[src/hw/fpg_pkg.sv]
/*
 * constants for the four port gpio block: register offsets on the
 * special-function register port, reset values and pin lane layout.
 * assumes a single 125 MHz system clock domain.
 */
package fpg_pkg;
   // special-function register offsets
   localparam logic [7:0] FPG_PORT_A_LEVEL      = 8'hF8;
   localparam logic [7:0] FPG_PORT_B_LEVEL      = 8'h80;
   localparam logic [7:0] FPG_PORT_C_LEVEL      = 8'h90;
   localparam logic [7:0] FPG_PORT_D_LEVEL      = 8'h98;
   localparam logic [7:0] FPG_PORT_A_PULLUP     = 8'hDD;
   localparam logic [7:0] FPG_PORT_B_PULLUP     = 8'hDE;
   localparam logic [7:0] FPG_PORT_C_PULLUP     = 8'hDF;
   localparam logic [7:0] FPG_PORT_D_PULLUP     = 8'hE2;
   localparam logic [7:0] FPG_PORT_A_DIRECTION  = 8'hEA;
   localparam logic [7:0] FPG_PORT_B_DIRECTION  = 8'hEB;
   localparam logic [7:0] FPG_PORT_C_DIRECTION  = 8'hEC;
   localparam logic [7:0] FPG_PORT_D_DIRECTION  = 8'hED;
   localparam logic [7:0] FPG_HIGH_SINK_SELECT  = 8'hEE;
   localparam logic [7:0] FPG_OPEN_DRAIN_SELECT = 8'hEF;

   // pin vector layout: a in [1:0], b [9:2], c [17:10], d [25:18]
   localparam int FPG_PIN_W  = 26;
   localparam int FPG_A_LSB  = 0;
   localparam int FPG_B_LSB  = 2;
   localparam int FPG_C_LSB  = 10;
   localparam int FPG_D_LSB  = 18;

   // reset values
   localparam logic [1:0] FPG_A_LEVEL_RST = 2'h3;
   localparam logic [7:0] FPG_LEVEL_RST   = 8'hFF;
   localparam logic [1:0] FPG_A_DIR_RST   = 2'h3;
   localparam logic [7:0] FPG_DIR_RST     = 8'hFF;
   localparam logic [1:0] FPG_A_PU_RST    = 2'h0;
   localparam logic [7:0] FPG_PU_RST      = 8'h00;
   localparam logic [7:0] FPG_HSINK_RST   = 8'h00;
   localparam logic [1:0] FPG_OD_RST      = 2'h0;
   localparam logic [7:0] FPG_RDATA_RST   = 8'h00;
   localparam logic [7:0] FPG_UNMAPPED_RD = 8'h00;
   localparam logic [FPG_PIN_W-1:0] FPG_PIN_OE_RST  = 26'h0000000;
   localparam logic [FPG_PIN_W-1:0] FPG_PIN_OUT_RST = 26'h3FFFFFF;
   localparam logic [FPG_PIN_W-1:0] FPG_SYNC_RST    = 26'h3FFFFFF;
endpackage : fpg_pkg

[src/hw/fpg_gpio.sv]
/*
 * four port gpio block: two-bit port a, eight-bit ports b, c and d,
 * with direction, output level, pull-up, open-drain and high-sink
 * settings in special-function registers, plus peripheral takeover.
 * level reads follow the gpio direction bits, not a peripheral's
 * direction, so a peripheral-owned pin whose gpio direction bit is 0 reads its stored level.
 * assumes the core's sfr port is on clk_sys_in, one strobe per cycle;
 * the pad resolves drive from pin_out/pin_oe and adds the pull-up;
 * peripheral controls and the two-wire enable are on the same clock.
 * pin vectors: a [1:0], b [9:2], c [17:10], d [25:18].
 */
`timescale 1ns/1ns
module fpg_gpio
   import fpg_pkg::*;
(
   input  wire logic                 clk_sys_in,
   input  wire logic                 rst_n_in,
   input  wire logic [7:0]           sfr_addr_in,
   input  wire logic                 sfr_wr_in,
   input  wire logic [7:0]           sfr_wdata_in,
   input  wire logic                 sfr_rd_in,
   output logic      [7:0]           sfr_rdata_out,
   input  wire logic [FPG_PIN_W-1:0] pin_in,
   output logic      [FPG_PIN_W-1:0] pin_out,
   output logic      [FPG_PIN_W-1:0] pin_oe_out,
   output logic      [FPG_PIN_W-1:0] pin_pullup_out,
   output logic      [7:0]           common_drive_mode_out,
   input  wire logic [FPG_PIN_W-1:0] periph_sel_in,
   input  wire logic [FPG_PIN_W-1:0] periph_out_in,
   input  wire logic [FPG_PIN_W-1:0] periph_oe_in,
   input  wire logic                 iic_en_in
);
   typedef struct packed {
      logic [1:0]           lvl_a;
      logic [7:0]           lvl_b;
      logic [7:0]           lvl_c;
      logic [7:0]           lvl_d;
      logic [1:0]           dir_a;
      logic [7:0]           dir_b;
      logic [7:0]           dir_c;
      logic [7:0]           dir_d;
      logic [1:0]           pu_a;
      logic [7:0]           pu_b;
      logic [7:0]           pu_c;
      logic [7:0]           pu_d;
      logic [7:0]           hsink;
      logic [1:0]           od;
      logic [7:0]           rdata;
      logic [FPG_PIN_W-1:0] oe;
      logic [FPG_PIN_W-1:0] out;
   } fpg_state_t;

   // registered state and its next value
   fpg_state_t           st;
   fpg_state_t           next_st;

   // synchronised pad levels
   logic [FPG_PIN_W-1:0] pin_sync;

   // flat per-pin views, peripheral merge and pad drive
   logic [FPG_PIN_W-1:0] lvl_all;
   logic [FPG_PIN_W-1:0] dir_all;
   logic [FPG_PIN_W-1:0] od_all;
   logic [FPG_PIN_W-1:0] eff_lvl;
   logic [FPG_PIN_W-1:0] eff_dir;
   logic [FPG_PIN_W-1:0] readback;
   logic [FPG_PIN_W-1:0] drive_oe;
   logic [FPG_PIN_W-1:0] drive_lvl;

   // pin levels cross into the clock domain here
   fpg_sync u_sync (
      .clk_sys_in   (clk_sys_in),
      .rst_n_in     (rst_n_in),
      .pin_in       (pin_in),
      .pin_sync_out (pin_sync)
   );

   // merge a 1-for-input mask with sample and stored level
   function automatic logic [FPG_PIN_W-1:0] merge_by_dir(
      input logic [FPG_PIN_W-1:0] dir,
      input logic [FPG_PIN_W-1:0] when_in,
      input logic [FPG_PIN_W-1:0] when_out
   );
      merge_by_dir = (dir & when_in) | (~dir & when_out);
   endfunction : merge_by_dir

   // widen a port a byte to eight bits with zeros above bit 1
   function automatic logic [7:0] pad_a(input logic [1:0] v);
      pad_a = {6'h00, v};
   endfunction : pad_a

   // pick one eight-bit port out of a flat pin vector
   function automatic logic [7:0] port_byte(
      input logic [FPG_PIN_W-1:0] v,
      input int                   lsb
   );
      port_byte = v[lsb +: 8];
   endfunction : port_byte

   // flat views of the per-port registers
   always_comb begin
      lvl_all = {st.lvl_d, st.lvl_c, st.lvl_b, st.lvl_a};
      dir_all = {st.dir_d, st.dir_c, st.dir_b, st.dir_a};
      // the two-wire slave needs both port a pins open drain
      od_all  = {24'h000000, st.od | {2{iic_en_in}}};
   end

   // peripheral ownership takes level and direction
   always_comb begin
      eff_lvl = (periph_sel_in & periph_out_in)
              | (~periph_sel_in & lvl_all);
      eff_dir = (periph_sel_in & ~periph_oe_in)
              | (~periph_sel_in & dir_all);
   end

   // level readback: synchronised pad for inputs, stored level else
   always_comb begin
      readback = merge_by_dir(dir_all, pin_sync, lvl_all);
   end

   // pad drive: output pins only; open drain never drives high,
   // so a bus partner can pull the line low without contention
   always_comb begin
      drive_oe  = ~eff_dir & (~od_all | ~eff_lvl);
      drive_lvl = eff_lvl & ~od_all;
   end

   // register writes, read capture and pin drive
   always_comb begin
      next_st = st;
      if (sfr_wr_in) begin
         case (sfr_addr_in)
            FPG_PORT_A_LEVEL:      next_st.lvl_a = sfr_wdata_in[1:0];
            FPG_PORT_B_LEVEL:      next_st.lvl_b = sfr_wdata_in;
            FPG_PORT_C_LEVEL:      next_st.lvl_c = sfr_wdata_in;
            FPG_PORT_D_LEVEL:      next_st.lvl_d = sfr_wdata_in;
            FPG_PORT_A_PULLUP:     next_st.pu_a  = sfr_wdata_in[1:0];
            FPG_PORT_B_PULLUP:     next_st.pu_b  = sfr_wdata_in;
            FPG_PORT_C_PULLUP:     next_st.pu_c  = sfr_wdata_in;
            FPG_PORT_D_PULLUP:     next_st.pu_d  = sfr_wdata_in;
            FPG_PORT_A_DIRECTION:  next_st.dir_a = sfr_wdata_in[1:0];
            FPG_PORT_B_DIRECTION:  next_st.dir_b = sfr_wdata_in;
            FPG_PORT_C_DIRECTION:  next_st.dir_c = sfr_wdata_in;
            FPG_PORT_D_DIRECTION:  next_st.dir_d = sfr_wdata_in;
            FPG_HIGH_SINK_SELECT:  next_st.hsink = sfr_wdata_in;
            FPG_OPEN_DRAIN_SELECT: next_st.od    = sfr_wdata_in[1:0];
            default: ;
         endcase
      end
      // read data captured on the strobe, held until the next read
      if (sfr_rd_in) begin
         case (sfr_addr_in)
            FPG_PORT_A_LEVEL:
               next_st.rdata = pad_a(readback[FPG_A_LSB +: 2]);
            FPG_PORT_B_LEVEL:
               next_st.rdata = port_byte(readback, FPG_B_LSB);
            FPG_PORT_C_LEVEL:
               next_st.rdata = port_byte(readback, FPG_C_LSB);
            FPG_PORT_D_LEVEL:
               next_st.rdata = port_byte(readback, FPG_D_LSB);
            FPG_PORT_A_PULLUP:     next_st.rdata = pad_a(st.pu_a);
            FPG_PORT_B_PULLUP:     next_st.rdata = st.pu_b;
            FPG_PORT_C_PULLUP:     next_st.rdata = st.pu_c;
            FPG_PORT_D_PULLUP:     next_st.rdata = st.pu_d;
            FPG_PORT_A_DIRECTION:  next_st.rdata = pad_a(st.dir_a);
            FPG_PORT_B_DIRECTION:  next_st.rdata = st.dir_b;
            FPG_PORT_C_DIRECTION:  next_st.rdata = st.dir_c;
            FPG_PORT_D_DIRECTION:  next_st.rdata = st.dir_d;
            FPG_HIGH_SINK_SELECT:  next_st.rdata = st.hsink;
            FPG_OPEN_DRAIN_SELECT: next_st.rdata = pad_a(st.od);
            default:               next_st.rdata = FPG_UNMAPPED_RD;
         endcase
      end
      // pad drive registered so every pin output comes from a flop
      next_st.oe  = drive_oe;
      next_st.out = drive_lvl;
   end

   // state register
   always_ff @(posedge clk_sys_in or negedge rst_n_in) begin
      if (!rst_n_in) begin
         st.lvl_a <= FPG_A_LEVEL_RST;
         st.lvl_b <= FPG_LEVEL_RST;
         st.lvl_c <= FPG_LEVEL_RST;
         st.lvl_d <= FPG_LEVEL_RST;
         st.dir_a <= FPG_A_DIR_RST;
         st.dir_b <= FPG_DIR_RST;
         st.dir_c <= FPG_DIR_RST;
         st.dir_d <= FPG_DIR_RST;
         st.pu_a  <= FPG_A_PU_RST;
         st.pu_b  <= FPG_PU_RST;
         st.pu_c  <= FPG_PU_RST;
         st.pu_d  <= FPG_PU_RST;
         st.hsink <= FPG_HSINK_RST;
         st.od    <= FPG_OD_RST;
         st.rdata <= FPG_RDATA_RST;
         st.oe    <= FPG_PIN_OE_RST;
         st.out   <= FPG_PIN_OUT_RST;
      end else begin
         st <= next_st;
      end
   end

   // read data straight from its register, held until the next read
   assign sfr_rdata_out         = st.rdata;

   // pad drive straight from the state register
   assign pin_out               = st.out;
   assign pin_oe_out            = st.oe;

   // pull-ups follow their bits whatever the pin direction
   assign pin_pullup_out        = {st.pu_d, st.pu_c, st.pu_b, st.pu_a};
   assign common_drive_mode_out = st.hsink;
endmodule : fpg_gpio

[src/hw/fpg_sync.sv]
/*
 * two flip-flop synchroniser for all gpio pin levels.
 * assumes pins are asynchronous to clk_sys_in.
 */
`timescale 1ns/1ns
module fpg_sync
   import fpg_pkg::*;
(
   input  wire logic                 clk_sys_in,
   input  wire logic                 rst_n_in,
   input  wire logic [FPG_PIN_W-1:0] pin_in,
   output logic      [FPG_PIN_W-1:0] pin_sync_out
);
   typedef struct packed {
      logic [FPG_PIN_W-1:0] first;
      logic [FPG_PIN_W-1:0] second;
   } fpg_sync_t;

   fpg_sync_t st;
   fpg_sync_t next_st;

   // first stage feeds only the second stage
   always_comb begin
      next_st        = st;
      next_st.first  = pin_in;
      next_st.second = st.first;
   end

   // state register
   always_ff @(posedge clk_sys_in or negedge rst_n_in) begin
      if (!rst_n_in) begin
         st.first  <= FPG_SYNC_RST;
         st.second <= FPG_SYNC_RST;
      end else begin
         st <= next_st;
      end
   end

   assign pin_sync_out = st.second;
endmodule : fpg_sync

[config.mk]
export PLATFORM = sky130hd
export DESIGN_NAME = fpg_gpio
export DESIGN_NICKNAME = d
export VERILOG_FILES = /design/src/hw/fpg_pkg.sv /design/src/hw/fpg_gpio.sv /design/src/hw/fpg_sync.sv
export SDC_FILE = /design/constraint.sdc
export NUM_CORES = 1
export LEC_CHECK = 0
export BUFFER_PORTS_ARGS = -buffer_cell sky130_fd_sc_hd__buf_4
export CAP_MARGIN = 20
export CELL_PAD_IN_SITES_DETAIL_PLACEMENT = 1
export CELL_PAD_IN_SITES_GLOBAL_PLACEMENT = 1
export CORE_ASPECT_RATIO = 1.2
export CORE_MARGIN = 2
export CORE_UTILIZATION = 43
export DETAILED_ROUTE_END_ITERATION = 6
export PLACE_DENSITY_LB_ADDON = 0.25
export SLEW_MARGIN = 15
export SYNTH_ARGS = -nofsm -noshare
export SYNTH_HDL_FRONTEND = slang
export SYNTH_HIERARCHICAL = 1
export SYNTH_SLANG_ARGS = --single-unit
[constraint.sdc]
create_clock -name clk_sys_in -period 1.65 [get_ports clk_sys_in]
set_input_delay 0.2475 -clock clk_sys_in [delete_from_list [all_inputs] [get_ports clk_sys_in]]
set_output_delay 0.2475 -clock clk_sys_in [all_outputs]
set_load 0.005 [all_outputs]
==> flow_summary.toml, run 1 <==
[critical_path]
worstSetupPathType = "flop to flop"
crit_required_ns = 1.95
worstSetupPathDepth = 4
critical-path-top-delay-family = "flip-flops"
crit_fanout = 4
max_stage_delay_ns = 0.58
worst_ep_arrival_time_ns = 1.84
path_cells = "mux2i_1, o221ai_1, nor4_1, o22ai_1"
path_buf_inv = 0
rr_worst_depth = 4
ff2ff_setup_slack_ns = 0.11
end_kind = "flop"
start_kind = "flop"
crit_slowest_cell = "dfstp_2"

[placement]
gp_congestion = 0.828
dp_hpwl_um = 20500
place.port_buffers = 218
dpl_cell_area_um2 = 10900

[sta]
rsz0062_at_grt = "no"
setup_tns_ns = 0
worst_slew_pin_slew_ns = 0.466
slew_headroom = 0.689
hold_viol = 0
setup_viol = 0
fmax_ghz = 0.650
skew_ns = 0.0129
fin_crit_ns = 1.54
period_share = 0.932
finalMaxSlewViolations = 0

[routing]
wl_met2_um = 15000
post_drt_wl_per_cell_um = 23.2
drtAntennaViolNets = 0
routed_via_density = 5.23
drtIter0Drc = 204
firstDrtPassIters = 4
met3WireLength_um = 1210
dr_total_vias = 6296
drc = 0
top_layer_used = "met4"
met1_length_um = 11200
drt-total-wl_um = 27900

[clocking]
cts_tree = "done"
cts_buffers = 17
clk_latency_ns = 0.44
path_clk_slew_ns = 0.08
h-tree-depth = 4
clockRootBuffer = "clkbuf_16"
clock_path_buffers = 2
cts.sinks = 200

[power_and_ir_drop]
powerDensity_nw_per_um2 = 909
leakage_uw = 0.00535
irDropWorstVdd_mv = 0.696

[hold_path]
whs_path_depth = 3
min_path_type = "primary input to flop"

[status]
outcome = "completed"

[synth]
yosys_most_used_dff = "dfstp_2"
yosysSeqAreaShare = 0.574
yosys_warnings = 6
ys_async_sr_fraction = 1.00
synthCells = 680
synth.avg_cell_area_um2 = 13.2
synth_edf_count = 0
ys_ff_latch = 200
synth_top_area_share = 0.380
post-synth-top-area-cell = "dfstp_2"
synth_area_leaders = "dfstp_2, dfrtp_1, mux2_2, buf_4, mux2i_1"
synthDistinctLibCells = 62
syn_area_um2 = 9000
synth_nets = 805

[global_routing]
grt_usage = 0.260
grt_max_degree = 43
antenna_found_initial = 0
overflow = 0
grt_pass1_vias = 7130
grt_pass1_wl_um = 42400

[final_layout]
fin_area_um2 = 11900
final_nets = 1051
area_growth_pct = 32.3
final_common_cell = "buf_4"
layout_common_cells = "buf_4, dfstp_2, mux2_2"
layout-drive-gt1-share = 0.636
diodes = 0

[floorplanning]
core_area_um2 = 20400
pin_count = 219
row_count = 57
start_util = 0.441
die_h_um = 162
dieArea_um2 = 22100
fp.dieW_um = 136

[run]
drv_cap = 0
logic make-up (layout without fill, tap and decap cells):
| logic type | count (synthesis) | count (layout) | synth area share |
|---|---|---|---|
| flops | 200 | 200 | 0.574 |
| mux | 145 | 145 | 0.178 |
| buf+inv | 130 | 389 | 0.0997 |
| simple gates | 120 | 120 | 0.0840 |
| compound gates | 84 | 84 | 0.0635 |
| xor+xnor | 1 | 1 | 0.000973 |
routing by layer:
metal | GRT usage | up-vias
met4 | 0.0753 | 0
met2 | 0.472 | 200
met1 | 0.316 | 3239
met5 | 0 | -
li1 | - | 2820
met3 | 0.0439 | 37
per-stage QoR:
| stage | hold slack [ns] | std cells | setup WS (ns) | util | power (uW) |
|---|---|---|---|---|---|
| 2_1_floorplan | -0.0481 | 680 | 0.0140 | - | 5980 |
| 5_1_grt | 0.00793 | 1204 | 0.000779 | 0.584 | 11200 |
| 4_1_cts | 0.000236 | 1203 | 0.0317 | 0.583 | 10900 |
| 6_report | 0.0146 | 1204 | 0.112 | 0.584 | 10800 |
| 3_5_place_dp | 0.208 | 1129 | -0.278 | 0.533 | 6650 |
| 3_3_place_gp | 0.202 | 1129 | -0.265 | 0.533 | 6600 |
registers in the layout, summed over array words and instances (netlist names):
| signal | flops |
|---|---|
| dir_all | 26 |
| lvl_all | 26 |
| pin_oe_out | 26 |
| pin_out | 26 |
| pin_pullup_out | 26 |
| u_sync/next_st | 26 |
| u_sync/pin_sync_out | 26 |
| common_drive_mode_out | 8 |
| sfr_rdata_out | 8 |
| st | 2 |
report_power, final:
part	internal, uW	switching [uW]	total [uW]
Clock	2040	2140	4180
Sequential	5270	159	5430
Combinational	691	530	1220
Total	8000	2820	10800
worst register-to-register path: stages, from the launching register on:
cell,delay (ns)
dfstp_2,0.58
mux2i_1,0.23
o221ai_1,0.16
nor4_1,0.31
o22ai_1,0.14
path summary, 6_finish.rpt:
| check | startpoint | endpoint |
|---|---|---|
| setup / recovery | dir_all[7] | sfr_rdata_out[5] |
| hold / removal | periph_oe_in[2] | pin_oe_out[2] |
| setup reg to reg | dir_all[7] | sfr_rdata_out[5] |
| hold reg to reg | u_sync/next_st[18] | u_sync/pin_sync_out[18] |
| max in group asynchronous | rst_n_in | pin_out[2] |
| min in group asynchronous | rst_n_in | pin_oe_out[15] |
synth_stat cells (2+ instances only):
cell type    n
a21boi_0     3
a22oi_1      8
a31oi_1      4
a32oi_1      4
and4b_1      3
buf_1        5
buf_2        6
buf_4       97
buf_6        5
clkbuf_1     5
dfrtp_1     70
dfstp_2    130
inv_1       11
mux2_1       8
mux2_2     109
mux2i_1     28
nand2_1     37
nand2_2      2
nand2b_1     2
nand3_1     17
nand3_2      3
nand3_4      2
nand3b_1     2
nand4_1      7
nand4b_1     5
nor2_1      13
nor2_2       4
nor3_1       3
nor4_1       6
o2111ai_1    2
o21a_1       2
o21ai_0     28
o221ai_1     5
o22ai_1     15
o31ai_1      2
repair_timing:
item,4_1_cts,5_1_grt
buffers inserted,0,1
endpoints found under the hold margin,59,0
hold buffers,42,0
gates resized for setup,0,3
setup endpoints to repair,0,1
cell type report:
cell class | count | area [um2]
clock inverter | 13 | 151
clock buffer | 19 | 433
sequential | 200 | 5170
tap | 265 | 332
multi-input combinational | 350 | 2950
inverter | 12 | 45.0
timing repair buffer | 345 | 2830
fill | 2070 | 8490
Power figures use the tool's default switching activity.
==> run 2: changes to the inputs <==
--- a/config.mk
+++ b/config.mk
@@ -6,7 +6,6 @@
 export NUM_CORES = 1
 export LEC_CHECK = 0
 export BUFFER_PORTS_ARGS = -buffer_cell sky130_fd_sc_hd__buf_4
-export CAP_MARGIN = 20
 export CELL_PAD_IN_SITES_DETAIL_PLACEMENT = 1
 export CELL_PAD_IN_SITES_GLOBAL_PLACEMENT = 1
 export CORE_ASPECT_RATIO = 1.2
@@ -17,5 +16,4 @@
 export SLEW_MARGIN = 15
 export SYNTH_ARGS = -nofsm -noshare
 export SYNTH_HDL_FRONTEND = slang
-export SYNTH_HIERARCHICAL = 1
 export SYNTH_SLANG_ARGS = --single-unit
==> run 2 against run 1 <==
Utilization is 0.41 points lower. Power is 0.71% higher. Hold slack worse by 0.0087 ns. Non-clock buffer count is 14 lower. Critical path depth stayed put. Sequential share of layout area is 0.62 points higher. Setup slack worse by 0.044 ns. Critical path type unchanged.
==> flow_summary.toml, run 2 <==
[synth]
yosys_warnings = 0
synthDistinctLibCells = 49
yosys-top-cells-count = "dfstp_2, mux2_2, buf_4"
syn_area_um2 = 8880
synth.most_common_cell = "dfstp_2"
synth.avg_cell_area_um2 = 13.0
yosys_most_used_dff = "dfstp_2"
yosysSeqAreaShare = 0.582
ys_ff_latch = 200
synth_edf_count = 0
post-synth-top-area-cell = "dfstp_2"
synth_top_area_share = 0.385
synth_area_leaders = "dfstp_2, dfrtp_1, mux2_2, buf_4, mux2i_1"
synth_nets = 810
synthCells = 685
ys_async_sr_fraction = 1.00

[global_routing]
grt_max_degree = 49
grt_pass1_vias = 7105
antenna_found_initial = 1
overflow = 0
grt_usage = 0.254
grt_pass1_wl_um = 41200

[routing]
drtAntennaViolNets = 0
routed_via_density = 5.24
drtIter0Drc = 329
dr_total_vias = 6279
firstDrtPassIters = 5
drc = 0
drt-total-wl_um = 27000
post_drt_wl_per_cell_um = 22.6

[clocking]
h-tree-depth = 4
clock_path_buffers = 2
clockRootBuffer = "clkbuf_16"
path_clk_slew_ns = 0.07
cts_tree = "done"
cts.sinks = 200
clk_latency_ns = 0.43
cts_buffers = 17

[critical_path]
worst_ep_arrival_time_ns = 1.85
crit_required_ns = 1.92
rr_worst_depth = 4
start_kind = "flop"
crit_end = "sfr_rdata_out[0]"
r2r-end = "sfr_rdata_out[0]"
end_kind = "flop"
ff2ff_setup_slack_ns = 0.07
setup.worst_path.start = "dir_all[2]"
crit_fanout = 4
worstSetupPathType = "flop to flop"
regToRegStartpoint = "dir_all[2]"

[sta]
whs_ns = 0.00596
fin_crit_ns = 1.58
worst_slew_pin_slew_ns = 0.762
slew_headroom = 0.492
setup_viol = 0
finalMaxSlewViolations = 0
period_share = 0.959
skew_ns = 0.00901
fmax_ghz = 0.632
hold_viol = 0

[run]
drv_cap = 0

[status]
outcome = "completed"

[floorplanning]
dieArea_um2 = 21800
row_count = 57
start_util = 0.439
core_area_um2 = 20300
fp.dieW_um = 135
die_h_um = 161
pin_count = 219

[final_layout]
final_nets = 1044
layout_common_cells = "buf_4, dfstp_2, mux2_2"
final_common_cell = "buf_4"
multi_input_area_um2 = 2910
layout-drive-gt1-share = 0.634
instances_no_fill = 1198
seqCellArea_um2 = 5170
fillCellCount = 2083
area_growth_pct = 32.2

[placement]
place_inst = 1132
place.port_buffers = 218
gp_congestion = 0.873
dp_hpwl_um = 19800

[power_and_ir_drop]
irDropWorstVdd_mv = 0.685
leakage_uw = 0.00523
powerDensity_nw_per_um2 = 929

[hold_path]
min_path_type = "primary input to flop"
-- run 2: kinds of logic (layout without fill, tap and decap cells) --
group / Yosys count / after routing / share of synthesized area
compound gates: 101 / 101 / 0.0793
buf+inv: 128 / 375 / 0.0951
flops: 200 / 200 / 0.582
mux: 143 / 143 / 0.177
other cells: 0 / 1 / 0
simple gates: 113 / 113 / 0.0669
-- run 2: final cells by class --
class                           instances  area share
Multi-Input combinational cell        357       0.248
Sequential cell                       200       0.440
Clock inverter                         14      0.0155
Antenna cell                            1    0.000213
Timing Repair Buffer                  331       0.228
Tap cell                              265      0.0282
Inverter                               12     0.00384
Clock buffer                           18      0.0366
-- run 2: worst max-delay path, cell delays in order, from the launching register on --
cell     delay (ns)
dfstp_2        0.60
mux2i_2        0.27
o22ai_1        0.12
nor4_2         0.30
o22ai_1        0.14
-- run 2: routing by layer --
layer,track usage,wire [um],up-vias
met4,0.0710,533,0
met5,0,0,-
met2,0.458,14500,184
li1,-,-,2810
met1,0.311,10900,3257
met3,0.0427,1100,28
-- run 2: worst min path at each step --
stage,start,end,cells after the start
floorplan,rst_n_in,common_drive_mode_out[0],0
global placement,rst_n_in,pin_oe_out[12],1
detailed placement,rst_n_in,pin_oe_out[12],1
CTS,periph_sel_in[16],pin_oe_out[16],2
global route,periph_sel_in[2],pin_oe_out[2],2
finish,periph_sel_in[2],pin_oe_out[2],2
-- run 2: stage by stage --
stage / total power [uW] / setup slack, ns / util / TNS (ns) / instance area [um2]
global route: 11300 / -0.0131 / 0.580 / -0.0131 / 11700
global placement: 6560 / -0.359 / 0.532 / -15.73 / 10800
floorplan: 5960 / -0.110 / - / -0.951 / 8910
finish: 10900 / 0.0684 / 0.580 / 0 / 11700
CTS: 11000 / 0.0404 / 0.579 / 0 / 11700
detailed placement: 6610 / -0.405 / 0.532 / -18.34 / 10800
-- run 2: report_power, final --
| group | internal, uW | switching, uW |
|---|---|---|
| logic | 656 | 507 |
| clock network | 2310 | 2000 |
| registers | 5270 | 159 |
-- run 2: what timing repair did --
| item | in CTS | in global routing |
|---|---|---|
| endpoints found under the hold margin | 47 | 0 |
| hold buffers | 33 | 0 |
| endpoints found under the setup margin | 0 | 8 |
| resized for setup | 0 | 4 |
| buffers inserted | 0 | 0 |
